### config.mk
export PLATFORM = sky130hd
export DESIGN_NAME = wcs_top
export DESIGN_NICKNAME = d
export VERILOG_FILES = /design/src/rtl/wcs_pkg.sv /design/src/rtl/wcs_filter.sv /design/src/rtl/wcs_top.sv
export VERILOG_INCLUDE_DIRS = /design/src /design/src/rtl
export SDC_FILE = /design/constraint.sdc
export NUM_CORES = 1
export LEC_CHECK = 0
export BUFFER_PORTS_ARGS = -buffer_cell sky130_fd_sc_hd__buf_2
export CAP_MARGIN = 20
export CORE_MARGIN = 1
export CORE_UTILIZATION = 45
export CTS_BUF_LIST = sky130_fd_sc_hd__clkbuf_8
export DETAILED_ROUTE_END_ITERATION = 8
export GPL_ROUTABILITY_DRIVEN = 0
export GPL_TIMING_DRIVEN = 0
export PLACE_DENSITY = 0.75
export REMOVE_ABC_BUFFERS = 1
export SETUP_SLACK_MARGIN = 0.5
export SKIP_LAST_GASP = 1
export SYNTH_ARGS = -nofsm -noshare
export SYNTH_HDL_FRONTEND = slang
export SYNTH_HIERARCHICAL = 1
export SYNTH_SLANG_ARGS = --single-unit
### constraint.sdc
create_clock -name clk_sys_in -period 13.4 [get_ports clk_sys_in]
set_clock_uncertainty 0.2 [all_clocks]
set_input_delay 0.67 -clock clk_sys_in [delete_from_list [all_inputs] [get_ports clk_sys_in]]
set_output_delay 0.67 -clock clk_sys_in [all_outputs]
set_load 0.01 [all_outputs]
### src/rtl/wcs_consts.svh
/*
  Constants for the wake input and cyclic-sense timer block: register offsets,
  field positions, reset values, mode codes and timing figures.
  Assumes a 20 MHz system clock and is included by the wcs_filter and wcs_top design files.
*/
`ifndef WCS_CONSTS_SVH
`define WCS_CONSTS_SVH

`define WCS_ADDR_PULL 7'h08
`define WCS_ADDR_FILT 7'h09
`define WCS_ADDR_TMR1 7'h0C
`define WCS_RESET_VAL 8'h00
`define WCS_ON_LSB 4
`define WCS_PER_LSB 0

`define WCS_ON_STOP_LOW 3'h0
`define WCS_ON_STOP_HIGH 3'h6
`define WCS_ON_RSVD 3'h7
`define WCS_FLT_STATIC16 2'h0
`define WCS_FLT_STATIC64 2'h1
`define WCS_FLT_CYCLIC1 2'h2
`define WCS_FLT_CYCLIC2 2'h3
`define WCS_HS_CYCLIC_TIMER_ONE 3'h2
`define WCS_HS_CYCLIC_TIMER_TWO 3'h3

`define WCS_CLK_PERIOD_NS 50
`define WCS_FLT_SHORT_NS 16000
`define WCS_FLT_LONG_NS 64000
`define WCS_TICK_NS 100000
`define WCS_FLT_SHORT_CYC ((`WCS_FLT_SHORT_NS + `WCS_CLK_PERIOD_NS - 1) / `WCS_CLK_PERIOD_NS)
`define WCS_FLT_LONG_CYC ((`WCS_FLT_LONG_NS + `WCS_CLK_PERIOD_NS - 1) / `WCS_CLK_PERIOD_NS)
`define WCS_TICK_CYC (`WCS_TICK_NS / `WCS_CLK_PERIOD_NS)

`define WCS_ON1_US 100
`define WCS_ON2_US 300
`define WCS_ON3_US 1000
`define WCS_ON4_US 10000
`define WCS_ON5_US 20000
`define WCS_PER0_MS 10
`define WCS_PER1_MS 20
`define WCS_PER2_MS 50
`define WCS_PER3_MS 100
`define WCS_PER4_MS 200
`define WCS_PER5_MS 1000
`define WCS_PER6_MS 2000
`endif

### src/rtl/wcs_pkg.sv
/*
  Types shared by the wake input and cyclic-sense timer block.
  Assumes nothing beyond a SystemVerilog compiler.
*/
`default_nettype none
package wcs_pkg;
  // Timer one state, one-hot.
  typedef enum logic [2:0] {
    WCS_STOP_LOW = 3'b001,
    WCS_STOP_HIGH = 3'b010,
    WCS_RUN = 3'b100
  } wcs_state_t;

  // One register access from the serial interface.
  typedef struct packed {
    logic wr;
    logic rd;
    logic [6:0] addr;
    logic [7:0] wdata;
  } wcs_req_t;

  // One-cycle wake events, one bit per source.
  typedef struct packed {
    logic cyclic_timer_two;
    logic cyclic_timer_one;
    logic wk3;
    logic wk2;
    logic wk1;
  } wcs_wake_t;
endpackage : wcs_pkg
`default_nettype wire

### src/rtl/wcs_filter.sv
/*
  Filter for one wake input: static 16 us or 64 us debounce, or 16 us filtered
  level taken at the end of a timer on-time.
  Assumes the raw level is already synchronous to clk_sys_in.
*/
`include "wcs_consts.svh"
`default_nettype none
module wcs_filter #(
  parameter int SHORT_CYC = `WCS_FLT_SHORT_CYC,
  parameter int LONG_CYC = `WCS_FLT_LONG_CYC
) (
  input wire logic clk_sys_in,
  input wire logic rstn_in,
  input wire logic level_in,
  input wire logic [1:0] mode_in,
  input wire logic sample_one_in,
  input wire logic sample_two_in,
  output logic level_out
);
  logic [10:0] cnt_q;
  logic stable_q;
  logic lvl_q;
  wire [10:0] limit = (mode_in == `WCS_FLT_STATIC64) ? 11'(LONG_CYC - 1) : 11'(SHORT_CYC - 1);
  wire differs = level_in != stable_q;
  wire sample = (mode_in == `WCS_FLT_CYCLIC1) ? sample_one_in : sample_two_in;
  wire cyclic = mode_in[1];

  // A change is taken only after the raw level has differed for the whole filter time.
  always_ff @(posedge clk_sys_in or negedge rstn_in) begin
    if (!rstn_in) begin
      cnt_q <= 11'h000;
      stable_q <= 1'b0;
    end else if (!differs) begin
      cnt_q <= 11'h000;
    end else if (cnt_q >= limit) begin
      cnt_q <= 11'h000;
      stable_q <= level_in;
    end else begin
      cnt_q <= cnt_q + 11'h001;
    end
  end

  // Cyclic modes expose the filtered level only at the on-time end, when the input is powered.
  always_ff @(posedge clk_sys_in or negedge rstn_in) begin
    if (!rstn_in) begin
      lvl_q <= 1'b0;
    end else if (!cyclic || sample) begin
      lvl_q <= stable_q;
    end
  end
  assign level_out = lvl_q;

  a_static_filter_hold: assert property (@(posedge clk_sys_in) disable iff (!rstn_in)
    (!cyclic && differs && cnt_q < limit) |=> $stable(stable_q))
    else $error("Filtered level changed before the filter time elapsed.");
  a_cyclic_sample_only: assert property (@(posedge clk_sys_in) disable iff (!rstn_in)
    (cyclic && $past(cyclic) && !$past(sample)) |-> $stable(lvl_q))
    else $error("Cyclic level changed outside an on-time end.");
endmodule : wcs_filter
`default_nettype wire

### src/rtl/wcs_top.sv
/*
  Wake input configuration, wake filtering and cyclic timer one.
  Holds the pull, filter and timer one registers reached by the serial
  register port. Assumes the second timer, the switch registers, the wake
  enable register and the restart controller live outside and feed in here.
*/
`include "wcs_consts.svh"
`default_nettype none
module wcs_top #(
  parameter int TICK_CYC = `WCS_TICK_CYC
) (
  input wire logic clk_sys_in,
  input wire logic rstn_in,
  input wire logic soft_reset_in,
  input wire wcs_pkg::wcs_req_t reg_req_in,
  output logic [7:0] reg_rdata_out,
  input wire logic [2:0] wake_input_in,
  input wire logic [2:0] wake_enable_in,
  input wire logic measurement_select_in,
  input wire logic timer_one_wake_enable_in,
  input wire logic timer_two_wake_enable_in,
  input wire logic timer_two_level_in,
  input wire logic timer_two_on_end_in,
  input wire logic timer_two_period_in,
  input wire logic [11:0] hs_config_in,
  input wire logic restart_hs_clear_in,
  output logic [5:0] pull_select_out,
  output logic [2:0] wake_level_out,
  output logic timer_one_out,
  output logic [3:0] high_side_output_out,
  output wcs_pkg::wcs_wake_t wake_event_out
);
  logic [5:0] pull_q;
  logic [5:0] filt_q;
  logic [2:0] on_q;
  logic [2:0] per_q;
  logic [7:0] rdata_q;
  wcs_pkg::wcs_state_t st_q;
  wcs_pkg::wcs_state_t st_d;
  logic [11:0] pre_q;
  logic [15:0] cnt_q;
  logic t1_q;
  wire [2:0] lvl;
  logic [2:0] lvl_prev_q;
  logic [3:0] hs_q;
  wcs_pkg::wcs_wake_t wake_q;
  wcs_pkg::wcs_wake_t wake_d;

  // On-time in 0.1 ms ticks; codes outside 001 to 101 never run.
  function automatic logic [15:0] on_ticks(input logic [2:0] code);
    unique case (code)
      3'h1: on_ticks = 16'(`WCS_ON1_US * 1000 / `WCS_TICK_NS);
      3'h2: on_ticks = 16'(`WCS_ON2_US * 1000 / `WCS_TICK_NS);
      3'h3: on_ticks = 16'(`WCS_ON3_US * 1000 / `WCS_TICK_NS);
      3'h4: on_ticks = 16'(`WCS_ON4_US * 1000 / `WCS_TICK_NS);
      3'h5: on_ticks = 16'(`WCS_ON5_US * 1000 / `WCS_TICK_NS);
      default: on_ticks = 16'h0000;
    endcase
  endfunction : on_ticks

  // Period in 0.1 ms ticks; reserved code 111 behaves as the longest period.
  function automatic logic [15:0] per_ticks(input logic [2:0] code);
    unique case (code)
      3'h0: per_ticks = 16'(`WCS_PER0_MS * 1000000 / `WCS_TICK_NS);
      3'h1: per_ticks = 16'(`WCS_PER1_MS * 1000000 / `WCS_TICK_NS);
      3'h2: per_ticks = 16'(`WCS_PER2_MS * 1000000 / `WCS_TICK_NS);
      3'h3: per_ticks = 16'(`WCS_PER3_MS * 1000000 / `WCS_TICK_NS);
      3'h4: per_ticks = 16'(`WCS_PER4_MS * 1000000 / `WCS_TICK_NS);
      3'h5: per_ticks = 16'(`WCS_PER5_MS * 1000000 / `WCS_TICK_NS);
      default: per_ticks = 16'(`WCS_PER6_MS * 1000000 / `WCS_TICK_NS);
    endcase
  endfunction : per_ticks

  // Register port decode.
  wire wr_pull = reg_req_in.wr && (reg_req_in.addr == `WCS_ADDR_PULL);
  wire wr_filt = reg_req_in.wr && (reg_req_in.addr == `WCS_ADDR_FILT);
  wire wr_tmr = reg_req_in.wr && (reg_req_in.addr == `WCS_ADDR_TMR1);
  wire [2:0] cyc_mode = {filt_q[5], filt_q[3], filt_q[1]};
  wire tmr_clear = restart_hs_clear_in && (|cyc_mode);
  // Reserved positions are tied to zero in the read mux.
  wire [7:0] rd_mux = (reg_req_in.addr == `WCS_ADDR_PULL) ? {2'h0, pull_q} :
    (reg_req_in.addr == `WCS_ADDR_FILT) ? {2'h0, filt_q} :
    (reg_req_in.addr == `WCS_ADDR_TMR1) ? {1'b0, on_q, 1'b0, per_q} : `WCS_RESET_VAL;

  // Register file. Hardware clear beats a same-cycle software write to the timer.
  always_ff @(posedge clk_sys_in or negedge rstn_in) begin
    if (!rstn_in) begin
      pull_q <= 6'h00;
      filt_q <= 6'h00;
      on_q <= 3'h0;
      per_q <= 3'h0;
      rdata_q <= 8'h00;
    end else if (soft_reset_in) begin
      pull_q <= 6'h00;
      filt_q <= 6'h00;
      on_q <= 3'h0;
      per_q <= 3'h0;
      rdata_q <= 8'h00;
    end else begin
      if (wr_pull) pull_q <= reg_req_in.wdata[5:0];
      if (wr_filt) filt_q <= reg_req_in.wdata[5:0];
      if (tmr_clear) begin
        on_q <= 3'h0;
        per_q <= 3'h0;
      end else if (wr_tmr) begin
        on_q <= reg_req_in.wdata[`WCS_ON_LSB +: 3];
        per_q <= reg_req_in.wdata[`WCS_PER_LSB +: 3];
      end
      if (reg_req_in.rd) rdata_q <= rd_mux;
    end
  end
  assign reg_rdata_out = rdata_q;
  assign pull_select_out = pull_q;

  // Timer state follows the on-time code; no start command exists.
  wire run_code = (on_q != `WCS_ON_STOP_LOW) && (on_q != `WCS_ON_STOP_HIGH) && (on_q != `WCS_ON_RSVD);
  assign st_d = run_code ? wcs_pkg::WCS_RUN :
    (on_q == `WCS_ON_STOP_HIGH) ? wcs_pkg::WCS_STOP_HIGH : wcs_pkg::WCS_STOP_LOW;
  wire running = st_q == wcs_pkg::WCS_RUN;
  wire tick = pre_q == 12'(TICK_CYC - 1);
  wire [15:0] on_len = on_ticks(on_q);
  wire [15:0] per_len = per_ticks(per_q);
  wire per_wrap = tick && (cnt_q >= per_len - 16'h0001);
  wire on_end = running && tick && (cnt_q == on_len - 16'h0001);
  wire per_start = running && (pre_q == 12'h000) && (cnt_q == 16'h0000);

  // Prescaler and period counter; both sit at zero while stopped so a start begins a fresh period.
  always_ff @(posedge clk_sys_in or negedge rstn_in) begin
    if (!rstn_in) begin
      st_q <= wcs_pkg::WCS_STOP_LOW;
      pre_q <= 12'h000;
      cnt_q <= 16'h0000;
    end else begin
      st_q <= st_d;
      pre_q <= (!running || tick) ? 12'h000 : pre_q + 12'h001;
      cnt_q <= (!running || per_wrap) ? 16'h0000 : (tick ? cnt_q + 16'h0001 : cnt_q);
    end
  end

  // Output high for the first on_len ticks of each period while running.
  always_ff @(posedge clk_sys_in or negedge rstn_in) begin
    if (!rstn_in) begin
      t1_q <= 1'b0;
    end else begin
      unique case (st_q)
        wcs_pkg::WCS_RUN: t1_q <= cnt_q < on_len;
        wcs_pkg::WCS_STOP_HIGH: t1_q <= 1'b1;
        wcs_pkg::WCS_STOP_LOW: t1_q <= 1'b0;
        default: t1_q <= 1'b0;
      endcase
    end
  end
  assign timer_one_out = t1_q;

  // One filter per wake input; the host must also route the chosen timer to a switch.
  for (genvar i = 0; i < 3; i++) begin : g_flt
    wcs_filter u_flt (
      .clk_sys_in(clk_sys_in),
      .rstn_in(rstn_in),
      .level_in(wake_input_in[i]),
      .mode_in(filt_q[2*i +: 2]),
      .sample_one_in(on_end),
      .sample_two_in(timer_two_on_end_in),
      .level_out(lvl[i])
    );
  end
  assign wake_level_out = lvl;

  // Switch timer routing, one 3-bit code per switch.
  wire [3:0] hs_d;
  for (genvar s = 0; s < 4; s++) begin : g_hs
    assign hs_d[s] = (hs_config_in[3*s +: 3] == `WCS_HS_CYCLIC_TIMER_ONE) ? t1_q :
      (hs_config_in[3*s +: 3] == `WCS_HS_CYCLIC_TIMER_TWO) ? timer_two_level_in : 1'b0;
  end

  // Wake events: filtered edges and timer periods; both timer paths run alongside cyclic sensing.
  wire wk1_ev = (lvl[0] != lvl_prev_q[0]) && wake_enable_in[0] && !measurement_select_in;
  wire wk2_ev = (lvl[1] != lvl_prev_q[1]) && wake_enable_in[1] && !measurement_select_in;
  wire wk3_ev = (lvl[2] != lvl_prev_q[2]) && wake_enable_in[2];
  wire tmr1_ev = per_start && timer_one_wake_enable_in;
  wire tmr2_ev = timer_two_period_in && timer_two_wake_enable_in;
  // One driver for the whole event word keeps the struct free of split drivers.
  assign wake_d = '{cyclic_timer_two: tmr2_ev, cyclic_timer_one: tmr1_ev, wk3: wk3_ev, wk2: wk2_ev, wk1: wk1_ev};

  always_ff @(posedge clk_sys_in or negedge rstn_in) begin
    if (!rstn_in) begin
      lvl_prev_q <= 3'h0;
      hs_q <= 4'h0;
      wake_q <= '0;
    end else begin
      lvl_prev_q <= lvl;
      hs_q <= hs_d;
      wake_q <= wake_d;
    end
  end
  assign high_side_output_out = hs_q;
  assign wake_event_out = wake_q;

  a_soft_reset_clears: assert property (@(posedge clk_sys_in) disable iff (!rstn_in)
    soft_reset_in |=> (pull_q == 6'h00 && filt_q == 6'h00 && on_q == 3'h0 && per_q == 3'h0))
    else $error("Soft reset left a register non-zero.");
  a_reserved_reads_zero: assert property (@(posedge clk_sys_in) disable iff (!rstn_in)
    (reg_req_in.rd && !soft_reset_in) |=> (rdata_q[7] == 1'b0 &&
      (($past(reg_req_in.addr) == `WCS_ADDR_TMR1) ? (rdata_q[3] == 1'b0) : (rdata_q[6] == 1'b0))))
    else $error("Reserved read bits are not zero.");
  a_stop_low_holds: assert property (@(posedge clk_sys_in) disable iff (!rstn_in)
    (on_q == `WCS_ON_STOP_LOW && $past(on_q) == `WCS_ON_STOP_LOW) |=> !t1_q)
    else $error("Timer one output high while stopped low.");
  a_stop_high_holds: assert property (@(posedge clk_sys_in) disable iff (!rstn_in)
    (on_q == `WCS_ON_STOP_HIGH && $past(on_q) == `WCS_ON_STOP_HIGH) |=> t1_q)
    else $error("Timer one output low while stopped high.");
  a_auto_start: assert property (@(posedge clk_sys_in) disable iff (!rstn_in)
    (run_code && !running) |=> (running && pre_q == 12'h000 && cnt_q == 16'h0000))
    else $error("Timer did not start on a running on-time code.");
  a_restart_clear: assert property (@(posedge clk_sys_in) disable iff (!rstn_in)
    (tmr_clear && !soft_reset_in) |=> (on_q == 3'h0 && per_q == 3'h0))
    else $error("Restart clear left timer fields set.");
  a_period_bound: assert property (@(posedge clk_sys_in) disable iff (!rstn_in)
    (running && $stable(per_q) && $past(running)) |-> cnt_q < per_ticks(per_q) || $past(cnt_q) >= per_len)
    else $error("Period counter passed the selected period.");
  a_on_phase_high: assert property (@(posedge clk_sys_in) disable iff (!rstn_in)
    (running && $past(running) && cnt_q == 16'h0000 && $stable(on_q)) |=> t1_q)
    else $error("Timer output low at period start.");
  a_switch_follows: assert property (@(posedge clk_sys_in) disable iff (!rstn_in)
    (hs_config_in[2:0] == `WCS_HS_CYCLIC_TIMER_ONE) |=> (hs_q[0] == $past(t1_q)))
    else $error("Switch one did not follow timer one.");
  a_meas_blocks_wake: assert property (@(posedge clk_sys_in) disable iff (!rstn_in)
    measurement_select_in |=> (!wake_q.wk1 && !wake_q.wk2))
    else $error("Wake input 1 or 2 woke while measurement selected.");
  a_timer_wake_gate: assert property (@(posedge clk_sys_in) disable iff (!rstn_in)
    wake_q.cyclic_timer_one |-> $past(timer_one_wake_enable_in) && $past(per_start))
    else $error("Timer one wake without enable or period start.");
endmodule : wcs_top
`default_nettype wire

==> reports/metrics.yaml, run 1 <==
clock_network:
  clock-sinks: 108
  cts_tree: "yes"
  cts-resized-gates: 0
  cts_setup_buffers: 0
  cts-root-buf: "clkbuf_8"
  cts_buffer_depth: 2
  numCtsBuffers: 9
  htreeDepth: 3
  cts_hold_buffers: 0
  clock_latency_ns: 0.39
  clkTransAtPathRegs_ns: 0.11
worst_setup_path:
  cp.depth: 14
  path_buf_inv: 1
  start_kind: "flop"
  cpPeakStageDelay_ns: 0.81
  critPathSlowestCell: "a2111oi_0"
  r2r_cells: 14
  crit_chain: "inv_1 -> ha_1 -> nand2b_1 -> a21oi_1 -> a2111oi_0 -> ha_1 -> xnor2_1 -> nor4_1 -> o2111ai_1 -> a2111o_1 -> nor4_1 -> mux2i_1 -> nand2_1 -> mux2_1"
  endpoint_kind: "flop"
  critical_path.max_fanout: 17
  cp.required_ns: 13.48
  worstSetupPathType: "flop to flop"
  worstPathArrival_ns: 5.32
  crit_family: "compound AO/OA/AOI/OAI gates"
hold_path:
  holdCritPathClass: "primary input to asynchronous set/reset pin"
floorplan:
  initial_core_util_pct: 46.84
  ios: 72
  die_w_um: 123.4
  std_cell_rows: 43
  core_sq_mm: 0.01415
  fp.dieH_um: 123.4
  die_area_sq_mm: 0.01522
layout:
  final_common_cell: "dfrtp_1"
  seqCellArea_sq_mm: 0.002704
  area_growth_pct: 9.250
  finalInstanceArea_sq_mm: 0.007241
  fillCellCount: 1245
  antennaDiodeCount: 0
  final_nets: 796
  multiInputGateArea_sq_mm: 0.003656
  final_cell_mix: "dfrtp_1, buf_2, nor2_1, xor2_1, ha_1"
  drive_gt1_share_pct: 20.42
placement:
  place_hpwl_um: 10560
  pre_cts_slack_ns: 8.258
  place_area_sq_mm: 0.007051
  port_buffers: 69
logic_synthesis:
  yosysWarnings: 6
  ys_seq_elements: 108
  yosysSeqAreaShare_pct: 40.80
  synthFlopType: "dfrtp_1"
  synth_edf_count: 0
  ys_types: 73
  syn_inst: 655
  syn_avg_cell_area_sq_um: 10.12
  synth_async_sr_flop_share_pct: 100.0
  netlist_area_sq_mm: 0.006628
power:
  ir_drop_uv: 44.74
  power_density_mw_per_mm2: 76.82
  power_leakage_uw: 0.003366
global_route:
  grt_max_degree: 72
  grt_overflow: 0
  antenna_found_initial: 0
  grt_pass1_vias: 5096
  grt_first_pass_wirelength_um: 24030
  grt_usage_pct: 20.13
timing:
  whs_ns: 0.04990
  setup_slack_ns: 8.163
  max_freq_mhz: 191.0
  setup_viol: 0
  setup_tns_ns: 0
  maxSlewHeadroom_pct: 31.18
  worstMarginPinSlew_ns: 1.031
  period_share_pct: 39.08
  period_needed_ns: 5.237
  finalMaxSlewViolations: 0
  rsz0062_at_grt: "false"
  hold_violations: 0
drt:
  drc: 0
  dr.pass1.iters: 4
  wire_per_inst_um: 15.87
  vias_per_cell: 5.640
  dr_total_vias: 5020
  drt_iter0_markers: 347
  final_antenna_net_count: 0
  drt_wl_total_um: 14120
outcome:
  outcome: "complete, no violations"
run:
  drv_cap: 0
==> cells in the mapped netlist (4+ instances only) <==
| master | number | area (sq um) |
|---|---|---|
| and2_1 | 10 | 62.56 |
| nand3_1 | 26 | 130.1 |
| nor2_1 | 62 | 232.7 |
| nor2_2 | 30 | 187.7 |
| nor4_1 | 8 | 50.05 |
| xnor2_1 | 14 | 122.6 |
| ha_1 | 46 | 575.6 |
| nor2b_1 | 8 | 50.05 |
| xor2_1 | 46 | 402.9 |
| nor3b_1 | 7 | 52.55 |
| nand2_1 | 38 | 142.6 |
| clkbuf_1 | 21 | 78.83 |
| nand4_1 | 23 | 143.9 |
| and3_1 | 6 | 37.54 |
| and4b_1 | 4 | 40.04 |
| dfrtp_1 | 107 | 2678 |
| a21oi_1 | 13 | 65.06 |
| a211o_1 | 4 | 35.03 |
| o21ai_1 | 13 | 65.06 |
| o31ai_1 | 4 | 30.03 |
| a32oi_1 | 6 | 52.55 |
| a22oi_1 | 7 | 52.55 |
| nand2b_1 | 8 | 50.05 |
| nor3_1 | 6 | 30.03 |
| mux2i_1 | 32 | 320.3 |
| inv_1 | 21 | 78.83 |
| buf_6 | 7 | 78.83 |
==> cells by family (layout without fill, tap and decap cells) <==
family | Yosys count | in the layout | share of synthesized area, %
muxes | 39 | 39 | 6.192
and+or+nand+nor | 261 | 261 | 22.18
xor gates and xnor gates | 60 | 60 | 7.929
buffers and inverters | 55 | 109 | 4.172
AOI/OAI and AO/OA | 84 | 84 | 9.930
DFF | 108 | 108 | 40.80
adders and majority gates | 46 | 46 | 8.684
other | 2 | 3 | 0.1133
==> report_power, final <==
group	total (uW)	internal, uW	switching [uW]	leakage, uW
logic	33.1	11.9	21.2	0.00178
clock network	192	75.6	117	0.0000914
registers	331	328	2.24	0.00150
total	556	416	140	0.00337
==> per-stage QoR <==
stage | util (%) | instances | total power (uW)
2_1_floorplan | - | 623 | 350.3
3_3_place_gp | 49.53 | 872 | 368.3
3_5_place_dp | 49.83 | 874 | 370.8
4_1_cts | 51.17 | 890 | 565.7
5_1_grt | 51.17 | 890 | 581.9
6_report | 51.17 | 890 | 556.2
==> registers in the layout, indices dropped and copies added, names as in the netlist <==
signal / cells
wake_event_out: 5
lvl_prev_q: 3
filt_q: 6
timer_one_out: 1
st_q: 3
pre_q: 12
on_q: 3
cnt_q: 16
g_flt.u_flt/cnt_q: 33
high_side_output_out: 4
g_flt.u_flt/level_out: 3
g_flt.u_flt/stable_q: 3
reg_rdata_out: 7
pull_select_out: 6
per_q: 3
==> path summary, 6_finish.rpt <==
path | start | to | slack (ns)
max in group asynchronous | rstn_in | reg_rdata_out[5] | 12.25
worst max-delay path | on_q[1] | g_flt[2].u_flt/level_out | 8.16
min in group clk_sys_in | measurement_select_in | wake_event_out[0] | 0.24
worst max register to register | on_q[1] | g_flt[2].u_flt/level_out | 8.16
worst min register to register | g_flt[0].u_flt/level_out | lvl_prev_q[0] | 0.24
worst min-delay path | rstn_in | high_side_output_out[3] | 0.05
==> final cells by class <==
class                           count  area share (%)
Timing Repair Buffer               71           5.288
Clock inverter                      6          0.7258
Multi-Input combinational cell    493           50.49
Clock buffer                       10           1.901
Tap cell                          180           3.110
Sequential cell                   108           37.34
Inverter                           22           1.140
==> metal layers <==
metal  GRT usage [%]  up-vias  share of wire (%)
li1                -     2419                  -
met1           25.53     2459                 43
met2           34.01      117                 51
met3           3.921       25                4.2
met4           7.229        0                2.0
met5               0        -                  0
Note: power is estimated with default switching activity, not from simulation.
==> run 2, diff against run 1 <==
==> constraint.sdc (replaced) <==
create_clock -name clk_sys_in -period 5.3 [get_ports clk_sys_in]
set_clock_uncertainty 0.2 [all_clocks]
set_input_delay 0.265 -clock clk_sys_in [delete_from_list [all_inputs] [get_ports clk_sys_in]]
set_output_delay 0.265 -clock clk_sys_in [all_outputs]
set_load 0.01 [all_outputs]
==> run 2 against run 1 <==
Net effect: critical path depth up 1; count of clock-buffer cells in the layout is the same; final area up 4.0%; die area did not move.
==> reports/metrics.yaml, run 2 (synthesis gave the netlist of run 1 again) <==
clock_network:
  numCtsBuffers: 9  # unchanged
  cts_tree: "yes"  # unchanged
  clock-sinks: 108  # unchanged
  cts-root-buf: "clkbuf_8"  # unchanged
  clock_latency_ns: 0.39  # about the same
  clkTransAtPathRegs_ns: 0.11  # about the same
  htreeDepth: 3  # unchanged
  cts_buffer_depth: 2  # unchanged
global_route:
  grt_max_degree: 72  # unchanged
  grt_usage_pct: 20.89  # was 20.13%
  antenna_found_initial: 0  # unchanged
  grt_overflow: 0  # unchanged
  grt_first_pass_wirelength_um: 24970  # was 24030 um
  grt_pass1_vias: 5319  # was 5096
worst_setup_path:
  r2r-start: "on_q[2]"  # was on_q[1]
  crit_chain: "ha_2 -> nand2b_1 -> o21ai_1 -> nand2_1 -> ha_1 -> o21ai_1 -> ha_1 -> or3b_1 -> a2111oi_2 -> o2111ai_1 -> a2111o_1 -> nor4_4 -> mux2i_1 -> nand2_1 -> mux2_1"  # was inv_1 -> ha_1 -> nand2b_1 -> a21oi_1 -> a2111oi_0 -> ha_1 -> xnor2_1 -> nor4_1 -> o2111ai_1 -> a2111o_1 -> nor4_1 -> mux2i_1 -> nand2_1 -> mux2_1
  start_kind: "flop"  # unchanged
  critPathSlowestCell: "dfrtp_2"  # was a2111oi_0
  crit_family: "compound AO/OA/AOI/OAI gates"  # unchanged
  cp.required_ns: 5.38  # was 13.48 ns
  cpPeakStageDelay_ns: 0.54  # was 0.81 ns
  cp.depth: 15  # was 14
  r2r_cells: 15  # was 14
  endpoint_kind: "flop"  # unchanged
  critical_path.max_fanout: 16  # was 17
  reg2reg_to: "g_flt[2].u_flt/level_out"  # unchanged
  worstPathArrival_ns: 4.66  # was 5.32 ns
  crit_path_start: "on_q[2]"  # was on_q[1]
  crit_path_end: "g_flt[2].u_flt/level_out"  # unchanged
  r2r_setup_slack_ns: 0.72  # was 8.16 ns
  worstSetupPathType: "flop to flop"  # unchanged
  path_buf_inv: 0  # was 1
layout:
  top_regs: "g_flt.u_flt/cnt_q x33, cnt_q x16, pre_q x12"  # unchanged
  final_nets: 823  # was 796
  antennaDiodeCount: 0  # unchanged
  stdcell_count: 917  # was 890
  final_cell_mix: "dfrtp_1, buf_2, nor2_1, xor2_1, ha_1"  # unchanged
  largest_register: "g_flt.u_flt/cnt_q"  # unchanged
  area_growth_pct: 13.65  # was 9.250%
  final_util_pct: 53.23  # was 51.17%
  final_common_cell: "dfrtp_1"  # unchanged
  largest_register_ffs: 33  # unchanged
  fillCellCount: 1213  # was 1245
  multiInputGateArea_sq_mm: 0.003680  # was 0.003656 sq mm
  seqCellArea_sq_mm: 0.002706  # was 0.002704 sq mm
  drive_gt1_share_pct: 20.62  # was 20.42%
floorplan:
  fp.dieH_um: 123.4  # unchanged
  die_area_sq_mm: 0.01522  # unchanged
  core_sq_mm: 0.01415  # unchanged
  ios: 72  # unchanged
  die_w_um: 123.4  # unchanged
  initial_core_util_pct: 46.84  # unchanged
  std_cell_rows: 43  # unchanged
drt:
  highest_layer: "met4"  # unchanged
  wl_met2_um: 7496  # was 7191 um
  vias_per_cell: 5.613  # was 5.640
  drt_iter0_markers: 370  # was 347
  final_antenna_net_count: 0  # unchanged
  wl_met3_um: 580  # was 598 um
  wl_met1_um: 6262  # was 6054 um
  dr.pass1.iters: 4  # unchanged
  drt_wl_total_um: 14630  # was 14120 um
  drc: 0  # unchanged
  wire_per_inst_um: 15.95  # was 15.87 um
  dr_total_vias: 5147  # was 5020
timing:
  max_freq_mhz: 218.5  # was 191.0 MHz
  maxSlewHeadroom_pct: 30.92  # was 31.18%
  period_share_pct: 86.34  # was 39.08%
  hold_violations: 0  # unchanged
  worstMarginPinSlew_ns: 1.035  # was 1.031 ns
  setup_tns_ns: 0  # unchanged
  finalMaxSlewViolations: 0  # unchanged
  period_needed_ns: 4.576  # was 5.237 ns
  rsz0062_at_grt: "false"  # unchanged
  whs_ns: 0.07419  # was 0.04990 ns
  setup_viol: 0  # unchanged
power:
  power_leakage_uw: 0.003509  # was 0.003366 uW
  power_density_mw_per_mm2: 188.3  # was 76.82 mW/mm^2
  finalPower_uw: 1418  # was 556.2 uW
  ir_drop_uv: 113.2  # was 44.74 uV
run:
  drv_cap: 0  # unchanged
outcome:
  outcome: "complete, no violations"  # unchanged
hold_path:
  holdCritPathClass: "primary input to flop"  # was primary input to asynchronous set/reset pin
  hold-path-cell-count: 2
placement:
  place_hpwl_um: 10560  # unchanged
  port_buffers: 69  # unchanged
  place_inst: 874  # unchanged
run 2: per-stage QoR:
stage                     instance area [sq um]  setup slack, ns
final                                      7532           0.7241
after global routing                       7532           0.4960
after CTS                                  7500           0.5197
after detailed placement                   7051           0.1581
after global placement                     7008           0.2558
after floorplan                            6437            1.036
run 2: area by class of cell:
cell class / instances / area share (%)
inverter: 22 / 1.096
clock inverter: 6 / 0.6977
multi-input combinational: 493 / 48.85
sequential: 108 / 35.93
tap: 180 / 2.990
clock buffer: 10 / 1.827
timing repair buffer: 98 / 8.605
run 2: timing repair:
| action | in CTS | in global routing |
|---|---|---|
| hold endpoints to repair | 66 | 0 |
| hold buffers | 25 | 0 |
| gates resized for setup | 3 | 4 |
| endpoints found under the setup margin | 3 | 3 |
| buffers inserted | 0 | 2 |
run 2: power breakdown:
part	switching (uW)	internal, uW	total (uW)	leakage [uW]
combinational	56.1	40.7	96.8	0.00193
sequential	5.62	830	836	0.00149
clock	294	191	486	0.0000914
total	356	1060	1420	0.00351
run 2: worst min path at each step:
stage	end	slack [ns]	startpoint
2_1_floorplan	cnt_q[0]	-0.23	rstn_in
3_3_place_gp	lvl_prev_q[2]	0.22	g_flt[2].u_flt/level_out
3_5_place_dp	high_side_output_out[3]	0.07	rstn_in
4_1_cts	filt_q[2]	0.06	soft_reset_in
5_1_grt	reg_rdata_out[2]	0.06	soft_reset_in
6_report	filt_q[3]	0.07	soft_reset_in
run 2: per-layer routing:
layer,global-route usage [%],vias up
li1,-,2469
met1,26.03,2542
met2,35.68,112
met3,3.967,24
met4,7.982,0
met5,0,-
==> run 3, diff against run 2 <==
--- a/config.mk
+++ b/config.mk
@@ -6,6 +6,7 @@
 export SDC_FILE = /design/constraint.sdc
 export NUM_CORES = 1
 export LEC_CHECK = 0
+export ABC_AREA = 1
 export BUFFER_PORTS_ARGS = -buffer_cell sky130_fd_sc_hd__buf_2
 export CAP_MARGIN = 20
 export CORE_MARGIN = 1
==> run 3 against run 2 <==
Net effect: non-clock buffer count down 1; final area up 5.7%; area after synthesis up 5.2%; via count up 16%; core utilization fell by 0.65 points; count of clock-buffer cells in the layout did not move; critical path type unchanged; largest cell class unchanged; largest power group unchanged.
==> reports/metrics.yaml, run 3 <==
outcome:
  outcome: "complete, no violations"  # unchanged
clock_network:
  cts-root-buf: "clkbuf_8"  # unchanged
  numCtsBuffers: 9  # unchanged
  clock_latency_ns: 0.39  # about the same
  clock-sinks: 108  # unchanged
  htreeDepth: 3  # unchanged
  cts_tree: "yes"  # unchanged
  clkTransAtPathRegs_ns: 0.11  # about the same
  cts_buffer_depth: 2  # unchanged
drt:
  wire_per_inst_um: 12.83  # was 15.95 um
  dr_total_vias: 5980  # was 5147
  wl_met3_um: 632  # was 580 um
  wl_met2_um: 7179  # was 7496 um
  vias_per_cell: 5.064  # was 5.613
  wl_met1_um: 7042  # was 6262 um
  drt_wl_total_um: 15160  # was 14630 um
  drc: 0  # unchanged
  final_antenna_net_count: 0  # unchanged
  drt_iter0_markers: 379  # was 370
  highest_layer: "met4"  # unchanged
  dr.pass1.iters: 5  # was 4
timing:
  setup_tns_ns: 0  # unchanged
  rsz0062_at_grt: "false"  # unchanged
  maxSlewHeadroom_pct: 53.08  # was 30.92%
  setup_viol: 0  # unchanged
  max_freq_mhz: 253.9  # was 218.5 MHz
  finalMaxSlewViolations: 0  # unchanged
  period_share_pct: 74.33  # was 86.34%
  hold_violations: 0  # unchanged
  worstMarginPinSlew_ns: 0.7038  # was 1.035 ns
  period_needed_ns: 3.939  # was 4.576 ns
logic_synthesis:
  yosysSeqAreaShare_pct: 38.79  # was 40.80%
  netlist_area_sq_mm: 0.006970  # was 0.006628 sq mm
  yosysTopAreaCellShare_pct: 38.41  # was 40.40%
  syn_avg_cell_area_sq_um: 7.814  # was 10.12 sq um
  ys_types: 43  # was 73
  syn_inst: 892  # was 655
  yosysWarnings: 6  # unchanged
  synthFlopType: "dfrtp_1"  # unchanged
  yosys.area.top_type: "dfrtp_1"  # unchanged
  synthTopCellsByCount: "nand2_1, dfrtp_1, inv_1"  # was dfrtp_1, nor2_1, ha_1, xor2_1, nand2_1
  synth_edf_count: 0  # unchanged
  ys_top_cells_by_area: "dfrtp_1, nand2_1, ha_1"  # was dfrtp_1, ha_1, xor2_1
  synth_async_sr_flop_share_pct: 100.0  # unchanged
  yosysMostFrequentCell: "nand2_1"  # was dfrtp_1
  ys_seq_elements: 108  # unchanged
layout:
  antennaDiodeCount: 0  # unchanged
  fillCellCount: 1379  # was 1213
  drive_gt1_share_pct: 19.84  # was 20.62%
  final_cell_mix: "nand2_1, inv_1, dfrtp_1, nor2_1, buf_2"  # was dfrtp_1, buf_2, nor2_1, xor2_1, ha_1
  final_nets: 1079  # was 823
  finalInstanceArea_sq_mm: 0.007964  # was 0.007532 sq mm
  largest_register_ffs: 33  # unchanged
  top_regs: "g_flt.u_flt/cnt_q x33, cnt_q x16, pre_q x12"  # unchanged
  largest_register: "g_flt.u_flt/cnt_q"  # unchanged
  final_common_cell: "nand2_1"  # was dfrtp_1
  area_growth_pct: 14.25  # was 13.65%
worst_setup_path:
  endpoint_kind: "flop"  # unchanged
  start_kind: "flop"  # unchanged
  cp.required_ns: 5.37  # was 5.38 ns
  worstSetupPathType: "flop to flop"  # unchanged
  critical_path.max_fanout: 7  # was 16
  worstPathArrival_ns: 4.01  # was 4.66 ns
floorplan:
  die_area_sq_mm: 0.01599  # was 0.01522 sq mm
  initial_core_util_pct: 46.02  # was 46.84%
  ios: 72  # unchanged
  fp.dieH_um: 126.5  # was 123.4 um
  die_w_um: 126.5  # was 123.4 um
  std_cell_rows: 45  # was 43
  core_sq_mm: 0.01515  # was 0.01415 sq mm
global_route:
  grt_overflow: 0  # unchanged
  grt_usage_pct: 20.27  # was 20.89%
  grt_first_pass_wirelength_um: 26080  # was 24970 um
  antenna_found_initial: 0  # unchanged
  grt_pass1_vias: 5616  # was 5319
  grt_max_degree: 56  # was 72
power:
  power_density_mw_per_mm2: 190.3  # was 188.3 mW/mm^2
  ir_drop_uv: 107.0  # was 113.2 uV
  power_leakage_uw: 0.003909  # was 0.003509 uW
placement:
  port_buffers: 69  # unchanged
  place_area_sq_mm: 0.007487  # was 0.007051 sq mm
  place_hpwl_um: 11310  # was 10560 um
hold_path:
  holdCritPathClass: "primary input to flop"  # unchanged
run:
  drv_cap: 0  # unchanged
==> run 3: routing by layer <==
metal | vias up | GRT usage, %
met3 | 26 | 2.910
li1 | 3050 | -
met1 | 2772 | 26.82
met4 | 0 | 7.512
met2 | 132 | 33.77
met5 | - | 0
==> run 3: critical path: stages (launching register included) <==
cell and delay, ns:
dfrtp_1 0.53, inv_2 0.14, ha_1 0.35, inv_1 0.11, nand2_1 0.07, nand2_1 0.05, nand2_2 0.16, ha_1 0.29
nand3_2 0.13, ha_1 0.32, inv_1 0.05, nand2_1 0.05, nand2_1 0.05, nor2_1 0.11, nand2_1 0.06, nor2_1 0.10
nand2_1 0.06, nor2_1 0.11, nand2_1 0.06, nor2_1 0.08, nand2_1 0.06, nor2_2 0.17, nand2_1 0.08, nand3_1 0.09
mux2_1 0.32
==> run 3: kinds of logic (layout without fill, tap and decap cells) <==
group | count (synthesis) | after routing | share of synthesized area (%)
fa+ha+maj | 46 | 46 | 8.257
flops | 108 | 108 | 38.79
mux | 3 | 3 | 0.4846
buf+inv | 147 | 247 | 8.724
xor+xnor | 30 | 30 | 3.770
compound gates | 97 | 97 | 7.593
other cells | 2 | 3 | 0.1077
simple gates | 459 | 459 | 32.27
==> run 3: per-stage QoR <==
stage	power (uW)	hold slack (ns)	cells	worst slack, ns	util, %
final	1516	0.08289	1181	1.361	52.58
after global routing	1596	0.08010	1181	1.081	52.58
after floorplan	926.6	-0.2306	880	2.012	-
after global placement	981.0	0.2163	1137	1.531	49.24
after CTS	1539	0.06130	1181	1.451	52.58
after detailed placement	986.8	0.1631	1138	1.469	49.43
==> run 3: worst paths after layout <==
| kind | start | to | slack, ns | cells past startpoint |
|---|---|---|---|---|
| setup / recovery | on_q[1] | g_flt[1].u_flt/level_out | 1.36 | 24 |
| hold / removal | timer_two_on_end_in | g_flt[0].u_flt/level_out | 0.08 | 4 |
| setup reg to reg | on_q[1] | g_flt[1].u_flt/level_out | 1.36 | 24 |
| hold reg to reg | g_flt[1].u_flt/level_out | lvl_prev_q[1] | 0.25 | 0 |
| max in group asynchronous | rstn_in | pre_q[3] | 3.91 | 3 |
| min in group asynchronous | rstn_in | g_flt[1].u_flt/cnt_q[10] | 0.26 | 2 |
==> run 3: power by group <==
part	switching, uW	internal, uW
logic	79.3	54.1
registers	13.2	838
clock network	295	236
==> run 3: repair_timing <==
item | in CTS | in global routing
hold endpoints to repair | 83 | 0
setup buffers | 0 | 0
setup endpoints to repair | 0 | 0
gates resized for setup | 0 | 0
hold buffers | 27 | 0
==> run 3: final cells by class <==
cell class	instances	area (sq um)	area share (%)
clock buffer	10	137.6	1.728
clock inverter	6	68.82	0.8641
inverter	134	510.5	6.410
multi-input combinational	638	3662	45.99
sequential	108	2704	33.95
tap	188	235.2	2.954
timing repair buffer	97	645.6	8.107
